[src/core/ptb_pkg.sv]
`default_nettype none
package ptb_pkg;

  // ----------------------------------------
  // Register offsets (byte addresses)
  // ----------------------------------------
  localparam logic [7:0] PTB_OFS_SRC = 8'h00;
  localparam logic [7:0] PTB_OFS_TICK0 = 8'h04;
  localparam logic [7:0] PTB_OFS_TICK1 = 8'h08;
  localparam logic [7:0] PTB_OFS_INTC = 8'h0C;
  localparam logic [7:0] PTB_OFS_EVT = 8'h10;
  localparam logic [7:0] PTB_OFS_MASK = 8'h14;

  // ----------------------------------------
  // Field positions
  // ----------------------------------------
  localparam int PTB_RUN_BIT = 7;
  localparam int PTB_PER_LSB = 0;
  localparam int PTB_PER_W = 3;
  localparam int PTB_SRC_W = 2;
  localparam int PTB_GIE_BIT = 0;
  localparam int PTB_IE0_BIT = 1;
  localparam int PTB_IE1_BIT = 2;
  localparam int PTB_FLAG0_BIT = 4;
  localparam int PTB_FLAG1_BIT = 5;

  // ----------------------------------------
  // Reset values and timing counts
  // ----------------------------------------
  localparam logic [1:0] PTB_SRC_RST = 2'h0;
  localparam logic [2:0] PTB_PER_RST = 3'h0;
  localparam logic [1:0] PTB_MASK_RST = 2'h0;
  localparam logic [1:0] PTB_DIV4_LAST = 2'h3;
  localparam logic [3:0] PTB_TICK1_SHIFT = 4'h4;
  localparam int PTB_CNT_W = 11;

  // Prescaler source codes
  localparam logic [1:0] PTB_SRC_SYS = 2'h0;
  localparam logic [1:0] PTB_SRC_SYS4 = 2'h1;

  // Mask of a power-of-two period: 2**shift - 1
  function automatic logic [PTB_CNT_W-1:0] ptb_period_mask(
    input logic [3:0] shift
  );
    logic [PTB_CNT_W:0] one;
    one = {{PTB_CNT_W{1'b0}}, 1'b1} << shift;
    return one[PTB_CNT_W-1:0] - {{(PTB_CNT_W-1){1'b0}}, 1'b1};
  endfunction

endpackage
`default_nettype wire

[src/core/ptb_divider.sv]
`timescale 1ns/1ps
`default_nettype none
module ptb_divider
  import ptb_pkg::*;
(
  input wire logic hclk,
  input wire logic hresetn,
  input wire logic run,
  input wire logic tick_en,
  input wire logic [PTB_CNT_W-1:0] period_mask,
  output logic wrap
);

  typedef struct packed {
    logic [PTB_CNT_W-1:0] cnt;
  } ptb_div_s;

  ptb_div_s r_reg;
  ptb_div_s r_next;

  assign wrap = run && tick_en && (r_reg.cnt == period_mask);

  always_comb begin
    r_next = r_reg;
    if (!run) begin
      r_next.cnt = '0;
    end else if (tick_en) begin
      if (wrap) begin
        r_next.cnt = '0;
      end else begin
        r_next.cnt = r_reg.cnt + {{(PTB_CNT_W-1){1'b0}}, 1'b1};
      end
    end
  end

  always_ff @(posedge hclk or negedge hresetn) begin
    if (!hresetn) begin
      r_reg <= '0;
    end else begin
      r_reg <= r_next;
    end
  end
endmodule // ptb_divider
`default_nettype wire

[src/core/ptb_top.sv]
`timescale 1ns/1ps
`default_nettype none
module ptb_top
  import ptb_pkg::*;
(
  input wire logic hclk,
  input wire logic hresetn,
  input wire logic hsel,
  input wire logic [31:0] haddr,
  input wire logic [1:0] htrans,
  input wire logic hwrite,
  input wire logic [2:0] hsize,
  input wire logic [31:0] hwdata,
  input wire logic hready,
  output logic hreadyout,
  output logic hresp,
  output logic [31:0] hrdata,
  input wire logic sub_clock_tick,
  input wire logic stack_full,
  input wire logic low_power_mode,
  input wire logic ret_exec,
  input wire logic return_from_interrupt_instr_exec,
  output logic vector_call,
  output logic vector_select,
  output logic stack_push_pc,
  output logic global_interrupt_enable,
  output logic wake_request,
  output logic irq
);

  // ----------------------------------------
  // State
  // ----------------------------------------
  typedef struct packed {
    logic [1:0] prescaler_source_field;
    logic tick0_run_enable;
    logic [2:0] tick0_period_field;
    logic tick1_run_enable;
    logic [2:0] tick1_period_field;
    logic gie;
    logic tick0_interrupt_enable;
    logic tick1_interrupt_enable;
    logic tick0_request_flag;
    logic tick1_request_flag;
    logic [1:0] evt;
    logic [1:0] mask;
    logic [1:0] div4;
    logic dp_wr;
    logic [7:0] dp_addr;
    logic [31:0] rdata;
    logic ready;
    logic resp;
    logic call;
    logic call_sel;
    logic push;
    logic wake;
    logic irq;
  } ptb_state_s;

  ptb_state_s r_reg;
  ptb_state_s r_next;

  logic presc_tick;
  logic wrap0;
  logic wrap1;
  logic any_run;
  logic [3:0] shift0;
  logic [3:0] shift1;
  logic addr_taken;
  logic req0;
  logic req1;

  // ----------------------------------------
  // Prescaler clock selection
  // ----------------------------------------
  assign any_run = r_reg.tick0_run_enable || r_reg.tick1_run_enable;

  always_comb begin
    unique case (r_reg.prescaler_source_field)
      PTB_SRC_SYS: presc_tick = any_run;
      PTB_SRC_SYS4: presc_tick = any_run && (r_reg.div4 == PTB_DIV4_LAST);
      default: presc_tick = any_run && sub_clock_tick;
    endcase
  end

  assign shift0 = {1'b0, r_reg.tick0_period_field};
  assign shift1 = {1'b0, r_reg.tick1_period_field} + PTB_TICK1_SHIFT;

  ptb_divider u_div0 (
    .hclk(hclk),
    .hresetn(hresetn),
    .run(r_reg.tick0_run_enable),
    .tick_en(presc_tick),
    .period_mask(ptb_period_mask(shift0)),
    .wrap(wrap0)
  );

  ptb_divider u_div1 (
    .hclk(hclk),
    .hresetn(hresetn),
    .run(r_reg.tick1_run_enable),
    .tick_en(presc_tick),
    .period_mask(ptb_period_mask(shift1)),
    .wrap(wrap1)
  );

  // ----------------------------------------
  // Interrupt request decision
  // ----------------------------------------
  assign req0 = r_reg.tick0_request_flag && r_reg.gie &&
                r_reg.tick0_interrupt_enable && !stack_full;
  assign req1 = r_reg.tick1_request_flag && r_reg.gie &&
                r_reg.tick1_interrupt_enable && !stack_full;

  assign addr_taken = hsel && htrans[1] && hready;

  // ----------------------------------------
  // Next state
  // ----------------------------------------
  always_comb begin
    r_next = r_reg;
    r_next.ready = 1'b1;
    r_next.resp = 1'b0;
    r_next.call = 1'b0;
    r_next.push = 1'b0;
    r_next.wake = 1'b0;

    // Prescaler divide by four, cleared while idle
    if (!any_run) begin
      r_next.div4 = '0;
    end else begin
      r_next.div4 = r_reg.div4 + 2'h1;
    end

    // Data phase write
    if (r_reg.dp_wr) begin
      unique case (r_reg.dp_addr)
        PTB_OFS_SRC: begin
          r_next.prescaler_source_field = hwdata[PTB_SRC_W-1:0];
        end
        PTB_OFS_TICK0: begin
          r_next.tick0_run_enable = hwdata[PTB_RUN_BIT];
          r_next.tick0_period_field = hwdata[PTB_PER_LSB +: PTB_PER_W];
        end
        PTB_OFS_TICK1: begin
          r_next.tick1_run_enable = hwdata[PTB_RUN_BIT];
          r_next.tick1_period_field = hwdata[PTB_PER_LSB +: PTB_PER_W];
        end
        PTB_OFS_INTC: begin
          r_next.gie = hwdata[PTB_GIE_BIT];
          r_next.tick0_interrupt_enable = hwdata[PTB_IE0_BIT];
          r_next.tick1_interrupt_enable = hwdata[PTB_IE1_BIT];
          r_next.tick0_request_flag = hwdata[PTB_FLAG0_BIT];
          r_next.tick1_request_flag = hwdata[PTB_FLAG1_BIT];
        end
        PTB_OFS_MASK: begin
          r_next.mask = hwdata[1:0];
        end
        default: begin
        end
      endcase
    end

    // Return from interrupt sets global enable
    if (return_from_interrupt_instr_exec) begin
      r_next.gie = 1'b1;
    end

    // Vectored call, first generator first
    if (req0) begin
      r_next.call = 1'b1;
      r_next.call_sel = 1'b0;
      r_next.push = 1'b1;
      r_next.tick0_request_flag = 1'b0;
      r_next.gie = 1'b0;
    end else if (req1) begin
      r_next.call = 1'b1;
      r_next.call_sel = 1'b1;
      r_next.push = 1'b1;
      r_next.tick1_request_flag = 1'b0;
      r_next.gie = 1'b0;
    end

    // Overflow sets win over any clear
    if (wrap0) begin
      r_next.tick0_request_flag = 1'b1;
    end
    if (wrap1) begin
      r_next.tick1_request_flag = 1'b1;
    end

    // Wake on rising flag
    if (low_power_mode &&
        ((r_next.tick0_request_flag && !r_reg.tick0_request_flag) ||
         (r_next.tick1_request_flag && !r_reg.tick1_request_flag))) begin
      r_next.wake = 1'b1;
    end

    // Address phase: capture and prepare read data
    r_next.dp_wr = addr_taken && hwrite;
    r_next.dp_addr = haddr[7:0];
    if (addr_taken && !hwrite) begin
      r_next.rdata = '0;
      unique case (haddr[7:0])
        PTB_OFS_SRC: begin
          r_next.rdata[PTB_SRC_W-1:0] = r_next.prescaler_source_field;
        end
        PTB_OFS_TICK0: begin
          r_next.rdata[PTB_RUN_BIT] = r_next.tick0_run_enable;
          r_next.rdata[PTB_PER_LSB +: PTB_PER_W] = r_next.tick0_period_field;
        end
        PTB_OFS_TICK1: begin
          r_next.rdata[PTB_RUN_BIT] = r_next.tick1_run_enable;
          r_next.rdata[PTB_PER_LSB +: PTB_PER_W] = r_next.tick1_period_field;
        end
        PTB_OFS_INTC: begin
          r_next.rdata[PTB_GIE_BIT] = r_next.gie;
          r_next.rdata[PTB_IE0_BIT] = r_next.tick0_interrupt_enable;
          r_next.rdata[PTB_IE1_BIT] = r_next.tick1_interrupt_enable;
          r_next.rdata[PTB_FLAG0_BIT] = r_next.tick0_request_flag;
          r_next.rdata[PTB_FLAG1_BIT] = r_next.tick1_request_flag;
        end
        PTB_OFS_EVT: begin
          r_next.rdata[1:0] = r_reg.evt;
          r_next.evt = 2'h0;
        end
        PTB_OFS_MASK: begin
          r_next.rdata[1:0] = r_next.mask;
        end
        default: begin
        end
      endcase
    end

    // Sticky event status, set wins over read clear
    r_next.evt = r_next.evt | {wrap1, wrap0};
    r_next.irq = |(r_next.evt & r_next.mask);
  end

  always_ff @(posedge hclk or negedge hresetn) begin
    if (!hresetn) begin
      r_reg <= '0;
      r_reg.prescaler_source_field <= PTB_SRC_RST;
      r_reg.tick0_period_field <= PTB_PER_RST;
      r_reg.tick1_period_field <= PTB_PER_RST;
      r_reg.mask <= PTB_MASK_RST;
    end else begin
      r_reg <= r_next;
    end
  end

  // ----------------------------------------
  // Outputs
  // ----------------------------------------
  assign hreadyout = r_reg.ready;
  assign hresp = r_reg.resp;
  assign hrdata = r_reg.rdata;
  assign vector_call = r_reg.call;
  assign vector_select = r_reg.call_sel;
  assign stack_push_pc = r_reg.push;
  assign global_interrupt_enable = r_reg.gie;
  assign wake_request = r_reg.wake;
  assign irq = r_reg.irq;
endmodule // ptb_top
`default_nettype wire

[config.mk]
export PLATFORM = sky130hd
export DESIGN_NAME = ptb_top
export DESIGN_NICKNAME = d
export VERILOG_FILES = /design/src/core/ptb_pkg.sv /design/src/core/ptb_divider.sv /design/src/core/ptb_top.sv
export SDC_FILE = /design/constraint.sdc
export NUM_CORES = 1
export LEC_CHECK = 0
export BUFFER_PORTS_ARGS = -buffer_cell sky130_fd_sc_hd__clkbuf_2
export CAP_MARGIN = 20
export CORE_MARGIN = 8
export CORE_UTILIZATION = 40
export DETAILED_ROUTE_END_ITERATION = 8
export PLACE_DENSITY_LB_ADDON = 0.15
export SLEW_MARGIN = 40
export SYNTH_ARGS = -nofsm -noshare
export SYNTH_HDL_FRONTEND = slang
export SYNTH_SLANG_ARGS = --single-unit
export TNS_END_PERCENT = 50
[constraint.sdc]
create_clock -name hclk -period 2.1 [get_ports hclk]
set_input_delay 0.105 -clock hclk [delete_from_list [all_inputs] [get_ports hclk]]
set_output_delay 0.105 -clock hclk [all_outputs]
set_load 0.005 [all_outputs]
# ---- Yosys cells after proc, flatten, opt, wreduce, memory -nomap -nowiden
# Index checks and enable logic that the tools add are counted.
dict set report op_classes {
  addsub 6
  eq_ne 15
  shifts 2
  muxes 32
  n_bitwise 2
  reduce_logical 30
}
# operator count
set op_table {}
lappend op_table {{$mux 11} 6}
lappend op_table {{$eq 8x4->1 const B} 4}
lappend op_table {{$eq 8x5->1 const B} 3}
lappend op_table {{$add 11x1->11 const B} 2}
lappend op_table {{$eq 11x11->1} 2}
lappend op_table {{$sub 11x1->11 const B} 2}
lappend op_table {{$logic_and 1x1->1} 19}
lappend op_table {{$eq 8x3->1 const B} 2}
lappend op_table {{$logic_not 8->1} 2}
lappend op_table {{$mux 15} 1}
lappend op_table {{$mux 2} 7}
lappend op_table {{$pmux 2 s6} 1}
lappend op_table {{$shl 1x3->11 const A} 1}
lappend op_table {{$shl 1x4->11 const A} 1}
lappend op_table {{$mux 1} 9}
lappend op_table {{$mux 4} 2}
lappend op_table {{$mux 3} 2}
lappend op_table {{$mux 5} 1}
lappend op_table {{$add 3x3->4 const B} 1}
lappend op_table {{$logic_not 1->1} 4}
lappend op_table {{$ne 2x1->1 const B} 2}
lappend op_table {{$pmux 1 s2} 2}
lappend op_table {{$pmux 1 s3} 1}
lappend op_table {{$add 2x1->2 const B} 1}
lappend op_table {{other kinds (8)} 9}
dict set report totals {
  register_bits 64
  output_inout_bits 40
  word_cells 111
}

# ---- Logic depth before layout (Yosys ltp)
# Gate-level depths: netlist of run 1.
dict set report logic_depth {
  word_depth 10
  depth_mapped 9
  ltp_nobuf 7
}

# ---- Hierarchy
# Synthesis of run 1 repeated with hierarchy kept, for this count alone.
dict set report hier_totals {
  hier_cells 397
  area_unflattened_um2 3794.9
}
# module instances cells_each area_per_inst_um2 seq_area_each_um2
set by_module_without_submodules {}
lappend by_module_without_submodules {ptb_top 1 237 2346.0 1026.0}
lappend by_module_without_submodules {{ptb_divider at u_div1} 1 81 730.7 275.3}
lappend by_module_without_submodules {{ptb_divider at u_div0} 1 79 718.2 275.3}

# ---- Worst setup path before layout of run 1
# Ideal clock, no wire load.
dict set report synth_timing {
  path_kind {flip-flop to flip-flop}
  from {register r_reg[43] in the netlist's numbering}
  to {register r_reg, in the netlist hrdata[1]}
  t_arrival_ns 2.039
  required_time_ns 1.962
  path_slack_ns -0.077
  stages_incl_launch_ff 8
  n_path_buf 0
  synth_period_minus_slack_ns 2.177
  cell_sequence {dfrtp_1 -> or4_1 -> nor3b_2 -> mux2_2 -> nand3_1 -> nand3_1 -> a221oi_1 -> a22oi_1}
}
# item line
set synth_lines {}
lappend synth_lines {{start: declaration} ptb_top.sv:60} ;# ptb_state_s r_reg;
lappend synth_lines {{start signal: assignment} ptb_top.sv:248} ;# r_reg <= r_next;

==> run_results.csv, run 1 <==
group,metric,value,unit
outcome,status,"complete, but fails checks",
outcome,violations,"negative setup slack",
sta,finalCriticalPeriod,2.14,ns
critical_path,cp_common_cell,"nand3_2",
floorplanning,io_pins,119,
synthesis,synthCells,357,
routing,antenna_left,0,
sta,setup_viol,8,
min_path,hold_class,"input port to flip-flop",
layout,seq_area,1580,sq um
min_path,worstHoldStart,"htrans[1]",
placement,dp_hpwl,6.27,mm
clocking,root_buffer,"clkbuf_8",
critical_path,end_kind,"flip-flop",
global_routing,grt_max_degree,21,
layout,largest_register_ffs,29,
routing,num_vias,2864,
synthesis,ys_warn_count,0,
synthesis,syn_avg_cell_area,9.71,sq um
floorplanning,die-area,11900,sq um
placement,place_ws,-0.0766,ns
routing,drt_pre_antenna_iters,4,
sta,rsz0062_at_grt,"true",
critical_path,crit_chain,"or4_4 > nor3b_4 > mux2_4 > nand3_2 > nand3_2 > a221oi_2 > a22oi_1",
layout,fillers,795,
power_and_ir_drop,peakVddDrop,0.363,mV
clocking,clk_latency,0.34,ns
power_and_ir_drop,p_per_area,636,nW/um^2
clocking,path_clk_slew,0.08,ns
global_routing,track_usage,15.3,%
layout,syn2layout_area_growth,27.1,%
clocking,htreeDepth,3,
layout,final_nets,518,
synthesis,syn_area,3470,sq um
sta,hold_viol_final,0,
critical_path,cp_slowest_cell,"or4_4",
routing,drt_iter0_drc,184,
sta,tightest_slew,0.536,ns
synthesis,synth_edf_count,0,
critical_path,worstPathRequired,2.31,ns
sta,finalMaxSlewViolations,0,
routing,wirelength,8.57,mm
layout,layout-drive-gt1-share,29.8,%
critical_path,r2r-start,"r_reg[43]",
critical_path,cp_top_family,"simple AND/OR/NAND/NOR gates",
sta,relSlewSlack,64.3,%
synthesis,synth_seq_cells,63,
synthesis,synth_cell_types,60,
clocking,numClockSinks,63,
power_and_ir_drop,p_leak,2.11,nW
floorplanning,start_util,40.5,%
routing,routedWlPerCell,15.6,um
global_routing,grt_pass1_wl,14.4,mm
placement,portBuffers,36,
floorplanning,core,8550,sq um
sta,fin_crit_sh,102,%
critical_path,critPathLaunch,"r_reg[43]",
placement,place_area,3830,sq um
floorplanning,dieWidth,109,um
synthesis,synth_top_cell_by_area,"dfrtp_1",
layout,multi_input_area,1810,sq um
sta,max_freq,0.466,GHz
synthesis,synthArstFlopShare,100,%
clocking,cts.path.max_buffers,2,
clocking,cts_buffers,9,
global_routing,overflow,0,
critical_path,critPathBufInv,0,
critical_path,critPathMaxStageDelay,0.56,ns
global_routing,antenna_found_initial,0,
floorplanning,die_h,109,um
global_routing,grt_pass1_vias,2945,
sta,skew,0.00824,ns
synthesis,yosysSeqAreaShare,45.5,%
synthesis,synth-main-ff-cell,"dfrtp_1",
power_and_ir_drop,finalPower,2.80,mW
synthesis,synth_top_area_share,45.5,%
layout,final_common_cell,"dfrtp_1",
sta,setup_slack,-0.0450,ns
layout,mostFrequentLayoutCells,"63 x dfrtp_1, 36 x clkbuf_2, 31 x buf_4",
critical_path,cp.arrival,2.36,ns
layout,n_antenna_cell,0,
synthesis,yosys-top-cells-area,"dfrtp_1 45%, buf_4 7.4%, nor3b_1 3.5%, nand2_1 3.4%, mux2_2 3.2%",
routing,vias_per_cell,5.23,
critical_path,critPathKind,"flip-flop to flip-flop",
routing,post-route-drc-count,0,
critical_path,crit_path_start_kind,"flip-flop",
sta,hold_ws,0.0102,ns
floorplanning,core.rowCount,34,
layout,design_area,4410,sq um
clocking,tritoncts,"built",
critical_path,worst-path-max-fanout,2,
placement,gp_congestion,0.859,
run,drv_cap,0,
## stage by stage
step | TNS [ns] | util (%) | std cells
after floorplan | 0 | - | 383
after global placement | -0.164 | 44.8 | 514
after detailed placement | -0.258 | 44.8 | 514
after CTS | -0.342 | 50.2 | 547
after global routing | -1.13 | 51.5 | 548
final | -0.180 | 51.5 | 548
## cells by family (layout without fill, tap and decap cells)
family          count (synthesis)  after routing  share of synthesized area [%]
xor+xnor                        3              3                          0.758
compound gates                 75             75                           14.9
flops                          63             63                           45.5
mux                            16             16                           4.98
simple gates                  135            136                           21.8
fa+ha+maj                       4              4                           1.44
other cells                     2             28                          0.217
buf+inv                        59            115                           10.4
## per-layer routing
metal | global-route usage (%) | vias to the layer above | share of wire [%]
met1 | 19.7 | 1406 | 46
met3 | 3.01 | 8 | 3.9
met2 | 24.9 | 61 | 49
met4 | 5.57 | 0 | 1.2
li1 | - | 1389 | -
met5 | 0 | - | 0
## where the power goes
part | leakage, nW | internal (mW) | switching, mW
logic | 1.18 | 0.127 | 0.154
clock network | 0.113 | 0.706 | 0.504
registers | 0.820 | 1.27 | 0.0424
## final cells by class
class / count / area share [%]
Sequential cell: 63 / 35.8
Tap cell: 108 / 3.07
Clock buffer: 10 / 3.12
Clock inverter: 6 / 2.13
Multi-Input combinational cell: 262 / 41.2
Inverter: 16 / 1.36
Timing Repair Buffer: 83 / 13.3
## cell usage after synthesis, types with 5 or more instances
cell,n
a21o_1,6
mux2_2,10
dfrtp_1,63
and3_1,9
nor2_1,22
nand2_1,31
a21oi_1,12
nor3b_1,16
buf_4,34
o21ai_0,21
mux2i_1,6
inv_1,16
nand3_1,19
a211o_1,5
nand2b_1,5
## path summary, 6_finish.rpt
kind | to | cells past startpoint | slack [ns]
max in group asynchronous | r_reg[56] | 3 | 1.22
setup reg to reg | hrdata[1] | 7 | -0.04
min in group asynchronous | u_div1.r_reg[2] | 2 | 0.28
hold reg to reg | r_reg[48] | 1 | 0.45
setup / recovery | hrdata[1] | 7 | -0.04
hold / removal | r_reg[47] | 3 | 0.01
## repair_timing
action,in CTS,in global routing
hold endpoints to repair,26,0
pin swaps,19,18
cloned,1,0
resized for setup,15,26
setup buffers,5,1
hold buffers,11,0
endpoints found under the setup margin,11,22
## worst reg2reg max path, stage by stage, from the launching register on
cell and delay (ns):
dfrtp_1 0.39, or4_4 0.56, nor3b_4 0.29, mux2_4 0.35, nand3_2 0.07, nand3_2 0.06
a221oi_2 0.17, a22oi_1 0.12
(Power assumes the default switching activity.)
==> run 2: changes to the inputs <==
--- a/config.mk
+++ b/config.mk
@@ -8,7 +8,7 @@
 export BUFFER_PORTS_ARGS = -buffer_cell sky130_fd_sc_hd__clkbuf_2
 export CAP_MARGIN = 20
 export CORE_MARGIN = 8
-export CORE_UTILIZATION = 40
+export CORE_UTILIZATION = 46
 export DETAILED_ROUTE_END_ITERATION = 8
 export PLACE_DENSITY_LB_ADDON = 0.15
 export SLEW_MARGIN = 40
==> constraint.sdc (replaced) <==
create_clock -name hclk -period 2.8 [get_ports hclk]
set_input_delay 0.14 -clock hclk [delete_from_list [all_inputs] [get_ports hclk]]
set_output_delay 0.14 -clock hclk [all_outputs]
set_load 0.005 [all_outputs]
==> run 2 against run 1 <==
Power down 26%; largest cell class unchanged; clock skew is 0.00050 ns lower; core utilization up 1.8 points; clock power down 25%; critical path type unchanged; critical endpoint unchanged; the run now ends clean; highest routed layer unchanged; sequential cell count is the same; largest power group unchanged; first-iteration DRC count up 2.2%.
==> run_results.csv, run 2 (synthesis gave the netlist of run 1 again) <==
group,metric,value,unit
critical_path,worstPathRequired,3.01,ns
routing,top_layer,"met4",
floorplanning,die-area,10600,sq um
routing,drt-met1-wl,3.77,mm
routing,wl_met3,528,um
layout,mostFrequentLayoutCells,"63 x dfrtp_1, 36 x clkbuf_2, 31 x nand2_1",
layout,final_util,53.3,%
critical_path,critPathMaxStageDelay,0.57,ns
clocking,clk_latency,0.34,ns
layout,final_common_cell,"dfrtp_1",
routing,drt_iter0_drc,188,
sta,finalCriticalPeriod,2.40,ns
power_and_ir_drop,finalPower,2.07,mW
layout,layout-drive-gt1-share,18.2,%
clocking,tritoncts,"built",
layout,design_area,3890,sq um
critical_path,end_kind,"flip-flop",
floorplanning,dieWidth,103,um
sta,setup_viol,0,
layout,n_antenna_cell,0,
floorplanning,core.rowCount,31,
critical_path,crit_chain,"or4_1 > nor3b_2 > mux2_2 > nand3_1 > nand3_1 > a221oi_1 > a22oi_1",
critical_path,cp.arrival,2.61,ns
sta,hold_viol_final,0,
power_and_ir_drop,power_frac_comb,8.4,%
floorplanning,io_pins,119,
sta,relSlewSlack,51.4,%
outcome,status,"complete, no violations",
routing,wl_met2,3.44,mm
global_routing,overflow,0,
critical_path,crit_path_start_kind,"flip-flop",
routing,num_vias,2675,
routing,post-route-drc-count,0,
placement,portBuffers,36,
routing,vias_per_cell,5.35,
clocking,path_clk_slew,0.08,ns
global_routing,track_usage,15.4,%
placement,dp_hpwl,5.69,mm
power_and_ir_drop,p_per_area,532,nW/um^2
critical_path,cp_common_cell,"nand3_1",
critical_path,critPathBufInv,0,
power_and_ir_drop,p_switching,0.515,mW
power_and_ir_drop,peakVddDrop,0.296,mV
floorplanning,die_h,103,um
global_routing,grt_max_degree,64,
critical_path,cp_top_family,"simple AND/OR/NAND/NOR gates",
clocking,root_buffer,"clkbuf_8",
sta,skew,0.00773,ns
clocking,cts_resized,0,
layout,fillers,716,
placement,gp_congestion,0.823,
clocking,cts.path.max_buffers,2,
layout,final_nets,479,
global_routing,grt_pass1_wl,12.6,mm
layout,syn2layout_area_growth,12.2,%
power_and_ir_drop,p_leak,1.86,nW
power_and_ir_drop,p_seq_share,47.7,%
layout,largest_register_ffs,29,
sta,rsz0062_at_grt,"false",
sta,hold_ws,0.0124,ns
run,drv_cap,0,
global_routing,grt_pass1_vias,2589,
sta,max_freq,0.416,GHz
global_routing,antenna_found_initial,0,
critical_path,worst-path-max-fanout,5,
min_path,hold_class,"input port to flip-flop",
floorplanning,start_util,47.5,%
critical_path,critPathKind,"flip-flop to flip-flop",
critical_path,reg2reg_slack,0.40,ns
clocking,cts_buffers,9,
power_and_ir_drop,internal_power,1.55,mW
routing,drt_pre_antenna_iters,4,
sta,tightest_slew,0.719,ns
routing,routedWlPerCell,15.6,um
sta,fin_crit_sh,85.8,%
placement,place_area,3580,sq um
sta,fin_tns_setup,0,ns
routing,antenna_left,0,
clocking,htreeDepth,3,
power_and_ir_drop,p_sw_share,24.9,%
clocking,numClockSinks,63,
critical_path,cp_slowest_cell,"or4_1",
floorplanning,core,7290,sq um
power_and_ir_drop,clkPwrFrac,43.9,%
routing,wirelength,7.81,mm
sta,finalMaxSlewViolations,0,
run 2: path summary, 6_finish.rpt:
| check | from | end | cells after the start |
|---|---|---|---|
| max in group asynchronous | hresetn | r_reg[51] | 3 |
| max reg2reg | r_reg[43] | hrdata[1] | 7 |
| min in group asynchronous | hresetn | u_div1.r_reg[6] | 3 |
| max | r_reg[43] | hrdata[1] | 7 |
| min | haddr[2] | r_reg[41] | 1 |
| min reg2reg | r_reg[48] | r_reg[48] | 1 |
run 2: final cells by class:
type / instances / area [sq um] / area share, %
Clock buffer: 10 / 138 / 3.54
Clock inverter: 6 / 92.6 / 2.38
Inverter: 16 / 60.1 / 1.54
Multi-Input combinational cell: 261 / 1630 / 41.9
Sequential cell: 63 / 1580 / 40.5
Tap cell: 99 / 124 / 3.19
Timing Repair Buffer: 45 / 269 / 6.92
run 2: stage by stage:
step / std cells / setup WS (ns)
after global routing: 500 / 0.304
final: 500 / 0.398
after detailed placement: 477 / 0.426
after CTS: 499 / 0.410
after global placement: 477 / 0.473
after floorplan: 383 / 0.623
run 2: power groups by stage:
stage                     registers (mW)  logic, mW  clock network, mW
after global routing               0.992      0.199              0.967
final                              0.986      0.175              0.907
after floorplan                    0.995      0.117                  0
after global placement              1.00      0.162                  0
after detailed placement            1.00      0.166                  0
after CTS                          0.985      0.174              0.925
run 2: timing repair:
item / 4_1_cts / 5_1_grt
buffers inserted: 0 / 0
endpoints found under the hold margin: 6 / 63
hold buffers: 6 / 1
run 2: per-layer routing:
metal  global-route usage, %  vias up
li1                        -     1311
met1                    21.2     1263
met2                    22.9       93
met3                    3.58        8
met4                    6.12        0
met5                       0        -
==> run 3: changes to the inputs <==
--- a/config.mk
+++ b/config.mk
@@ -5,8 +5,9 @@
 export SDC_FILE = /design/constraint.sdc
 export NUM_CORES = 1
 export LEC_CHECK = 0
-export BUFFER_PORTS_ARGS = -buffer_cell sky130_fd_sc_hd__clkbuf_2
+export BUFFER_PORTS_ARGS = -buffer_cell sky130_fd_sc_hd__buf_2
 export CAP_MARGIN = 20
+export CORE_ASPECT_RATIO = 1.2
 export CORE_MARGIN = 8
 export CORE_UTILIZATION = 46
 export DETAILED_ROUTE_END_ITERATION = 8
==> run 3 against run 2 <==
Register-to-register slack gained 0.04 ns; highest routed layer unchanged; clock power grew 11%; setup slack lost 0.068 ns; wire length grew 0.46%; core utilization grew 0.80 points; clock-buffer cell count is the same; design area grew 1.3%; sequential share of layout area shrank 0.50 points; worst hold slack gained 0.027 ns; first-iteration DRC count shrank 17%; non-clock buffer count grew 4; combinational power is essentially flat.
==> run_results.csv, run 3 (synthesis gave the netlist of run 1 again) <==
group,metric,value,unit
routing,antenna_left,0,
critical_path,end_kind,"flip-flop",
sta,finalMaxSlewViolations,0,
power_and_ir_drop,internal_power,1.65,mW
critical_path,crit_path_start_kind,"input port",
sta,max_freq,0.405,GHz
clocking,clk_latency,0.35,ns
sta,rsz0062_at_grt,"false",
critical_path,cp_top_family,"simple AND/OR/NAND/NOR gates",
clocking,htreeDepth,3,
critical_path,crit_chain,"dlygate4sd3_1 > buf_2 > nor4_2 > nand2b_1 > nor4b_1 > nand2_1 > a32o_1 > a22o_1",
placement,portBuffers,36,
critical_path,cp_slowest_cell,"nor4_2",
placement,dp.cells,469,
power_and_ir_drop,p_leak,1.89,nW
routing,post-route-drc-count,0,
power_and_ir_drop,p_seq_share,45.3,%
sta,tightest_slew,0.769,ns
sta,hold_viol_final,0,
global_routing,grt_pass1_vias,2652,
outcome,status,"complete, no violations",
clocking,root_buffer,"clkbuf_8",
floorplanning,die-area,10600,sq um
power_and_ir_drop,clkPwrFrac,46.5,%
power_and_ir_drop,p_switching,0.524,mW
critical_path,worstPathRequired,3.03,ns
routing,num_vias,2714,
layout,layout-drive-gt1-share,18.3,%
layout,largest_register_ffs,29,
clocking,cts.path.max_buffers,2,
global_routing,antenna_found_initial,0,
floorplanning,core,7270,sq um
power_and_ir_drop,p_per_area,551,nW/um^2
critical_path,worst-path-max-fanout,6,
sta,relSlewSlack,48.0,%
routing,routedWlPerCell,15.9,um
min_path,hold_class,"input port to flip-flop",
critical_path,critPathKind,"input port to flip-flop",
clocking,path_clk_slew,0.07,ns
power_and_ir_drop,power_frac_comb,8.2,%
layout,fillers,665,
clocking,tritoncts,"built",
placement,gp_congestion,0.861,
sta,fin_crit_sh,88.2,%
sta,setup_viol,0,
global_routing,overflow,0,
power_and_ir_drop,peakVddDrop,0.357,mV
run,drv_cap,0,
placement,dp_hpwl,5.68,mm
floorplanning,dieWidth,95.3,um
critical_path,critPathBufInv,2,
routing,drt_pre_antenna_iters,4,
floorplanning,io_pins,119,
floorplanning,start_util,47.7,%
layout,n_antenna_cell,0,
layout,syn2layout_area_growth,13.6,%
routing,wirelength,7.85,mm
global_routing,track_usage,15.4,%
floorplanning,die_h,111,um
layout,stdcell_count,495,
layout,mostFrequentLayoutCells,"63 x dfrtp_1, 36 x buf_2, 31 x nand2_1",
sta,skew,0.0115,ns
clocking,numClockSinks,63,
clocking,cts_buffers,9,
floorplanning,core.rowCount,34,
routing,drt_iter0_drc,156,
layout,final_nets,483,
power_and_ir_drop,p_sw_share,24.1,%
critical_path,critPathMaxStageDelay,0.61,ns
global_routing,grt_max_degree,64,
global_routing,grt_pass1_wl,13.1,mm
critical_path,cp.arrival,2.70,ns
sta,fin_tns_setup,0,ns
layout,final_common_cell,"dfrtp_1",
sta,finalCriticalPeriod,2.47,ns
routing,vias_per_cell,5.48,
## run 3: stage by stage
| step | total power, mW | utilization [%] | cell area, sq um | hold slack [ns] | setup slack [ns] |
|---|---|---|---|---|---|
| floorplan | 1.11 | - | 3560 | -0.156 | 0.623 |
| global placement | 1.16 | 49.2 | 3580 | 0.274 | 0.468 |
| detailed placement | 1.17 | 49.2 | 3580 | 0.276 | 0.452 |
| CTS | 2.19 | 53.9 | 3920 | 0.00473 | 0.338 |
| global route | 2.25 | 54.1 | 3940 | 0.0561 | 0.208 |
| finish | 2.17 | 54.1 | 3940 | 0.0393 | 0.330 |
## run 3: layer usage
layer | GRT usage [%] | vias up | routed length [um]
li1 | - | 1319 | -
met1 | 19.8 | 1326 | 3430
met2 | 24.3 | 61 | 3960
met3 | 4.27 | 8 | 362
met4 | 4.70 | 0 | 94
met5 | 0 | - | 0
## run 3: final cells by class
type	instances	area, sq um	area share, %
inverter	16	60.1	1.53
timing repair buffer	49	307	7.79
tap	90	113	2.86
multi-input combinational	261	1630	41.4
clock inverter	6	115	2.92
sequential	63	1580	40.0
clock buffer	10	138	3.50
## run 3: path summary, 6_finish.rpt
path,from,cells after the start,to,slack (ns)
worst min register to register,r_reg[48],1,r_reg[48],0.43
max in group asynchronous,hresetn,3,hrdata[5],2.00
worst max register to register,r_reg[43],7,hrdata[1],0.44
worst max-delay path,haddr[1],8,irq,0.33
min in group asynchronous,hresetn,3,u_div1.r_reg[4],0.41
worst min-delay path,hwrite,3,r_reg[47],0.04
## run 3: repair_timing
item | in CTS | in global routing
buffers inserted | 0 | 0
hold buffers | 9 | 1
resized for setup | 0 | 0
endpoints found under the hold margin | 9 | 63
## run 3: worst min-delay path, cell delays in order
cell	delay, ns
buf_2	0.10
inv_1	0.06
nor2_1	0.05
## run 3: power by group through the flow
stage	registers [mW]	clock network (mW)	logic, mW
CTS	0.984	1.02	0.178
floorplan	0.995	0	0.117
detailed placement	1.00	0	0.168
global route	0.991	1.06	0.201
finish	0.984	1.01	0.178
global placement	1.00	0	0.164
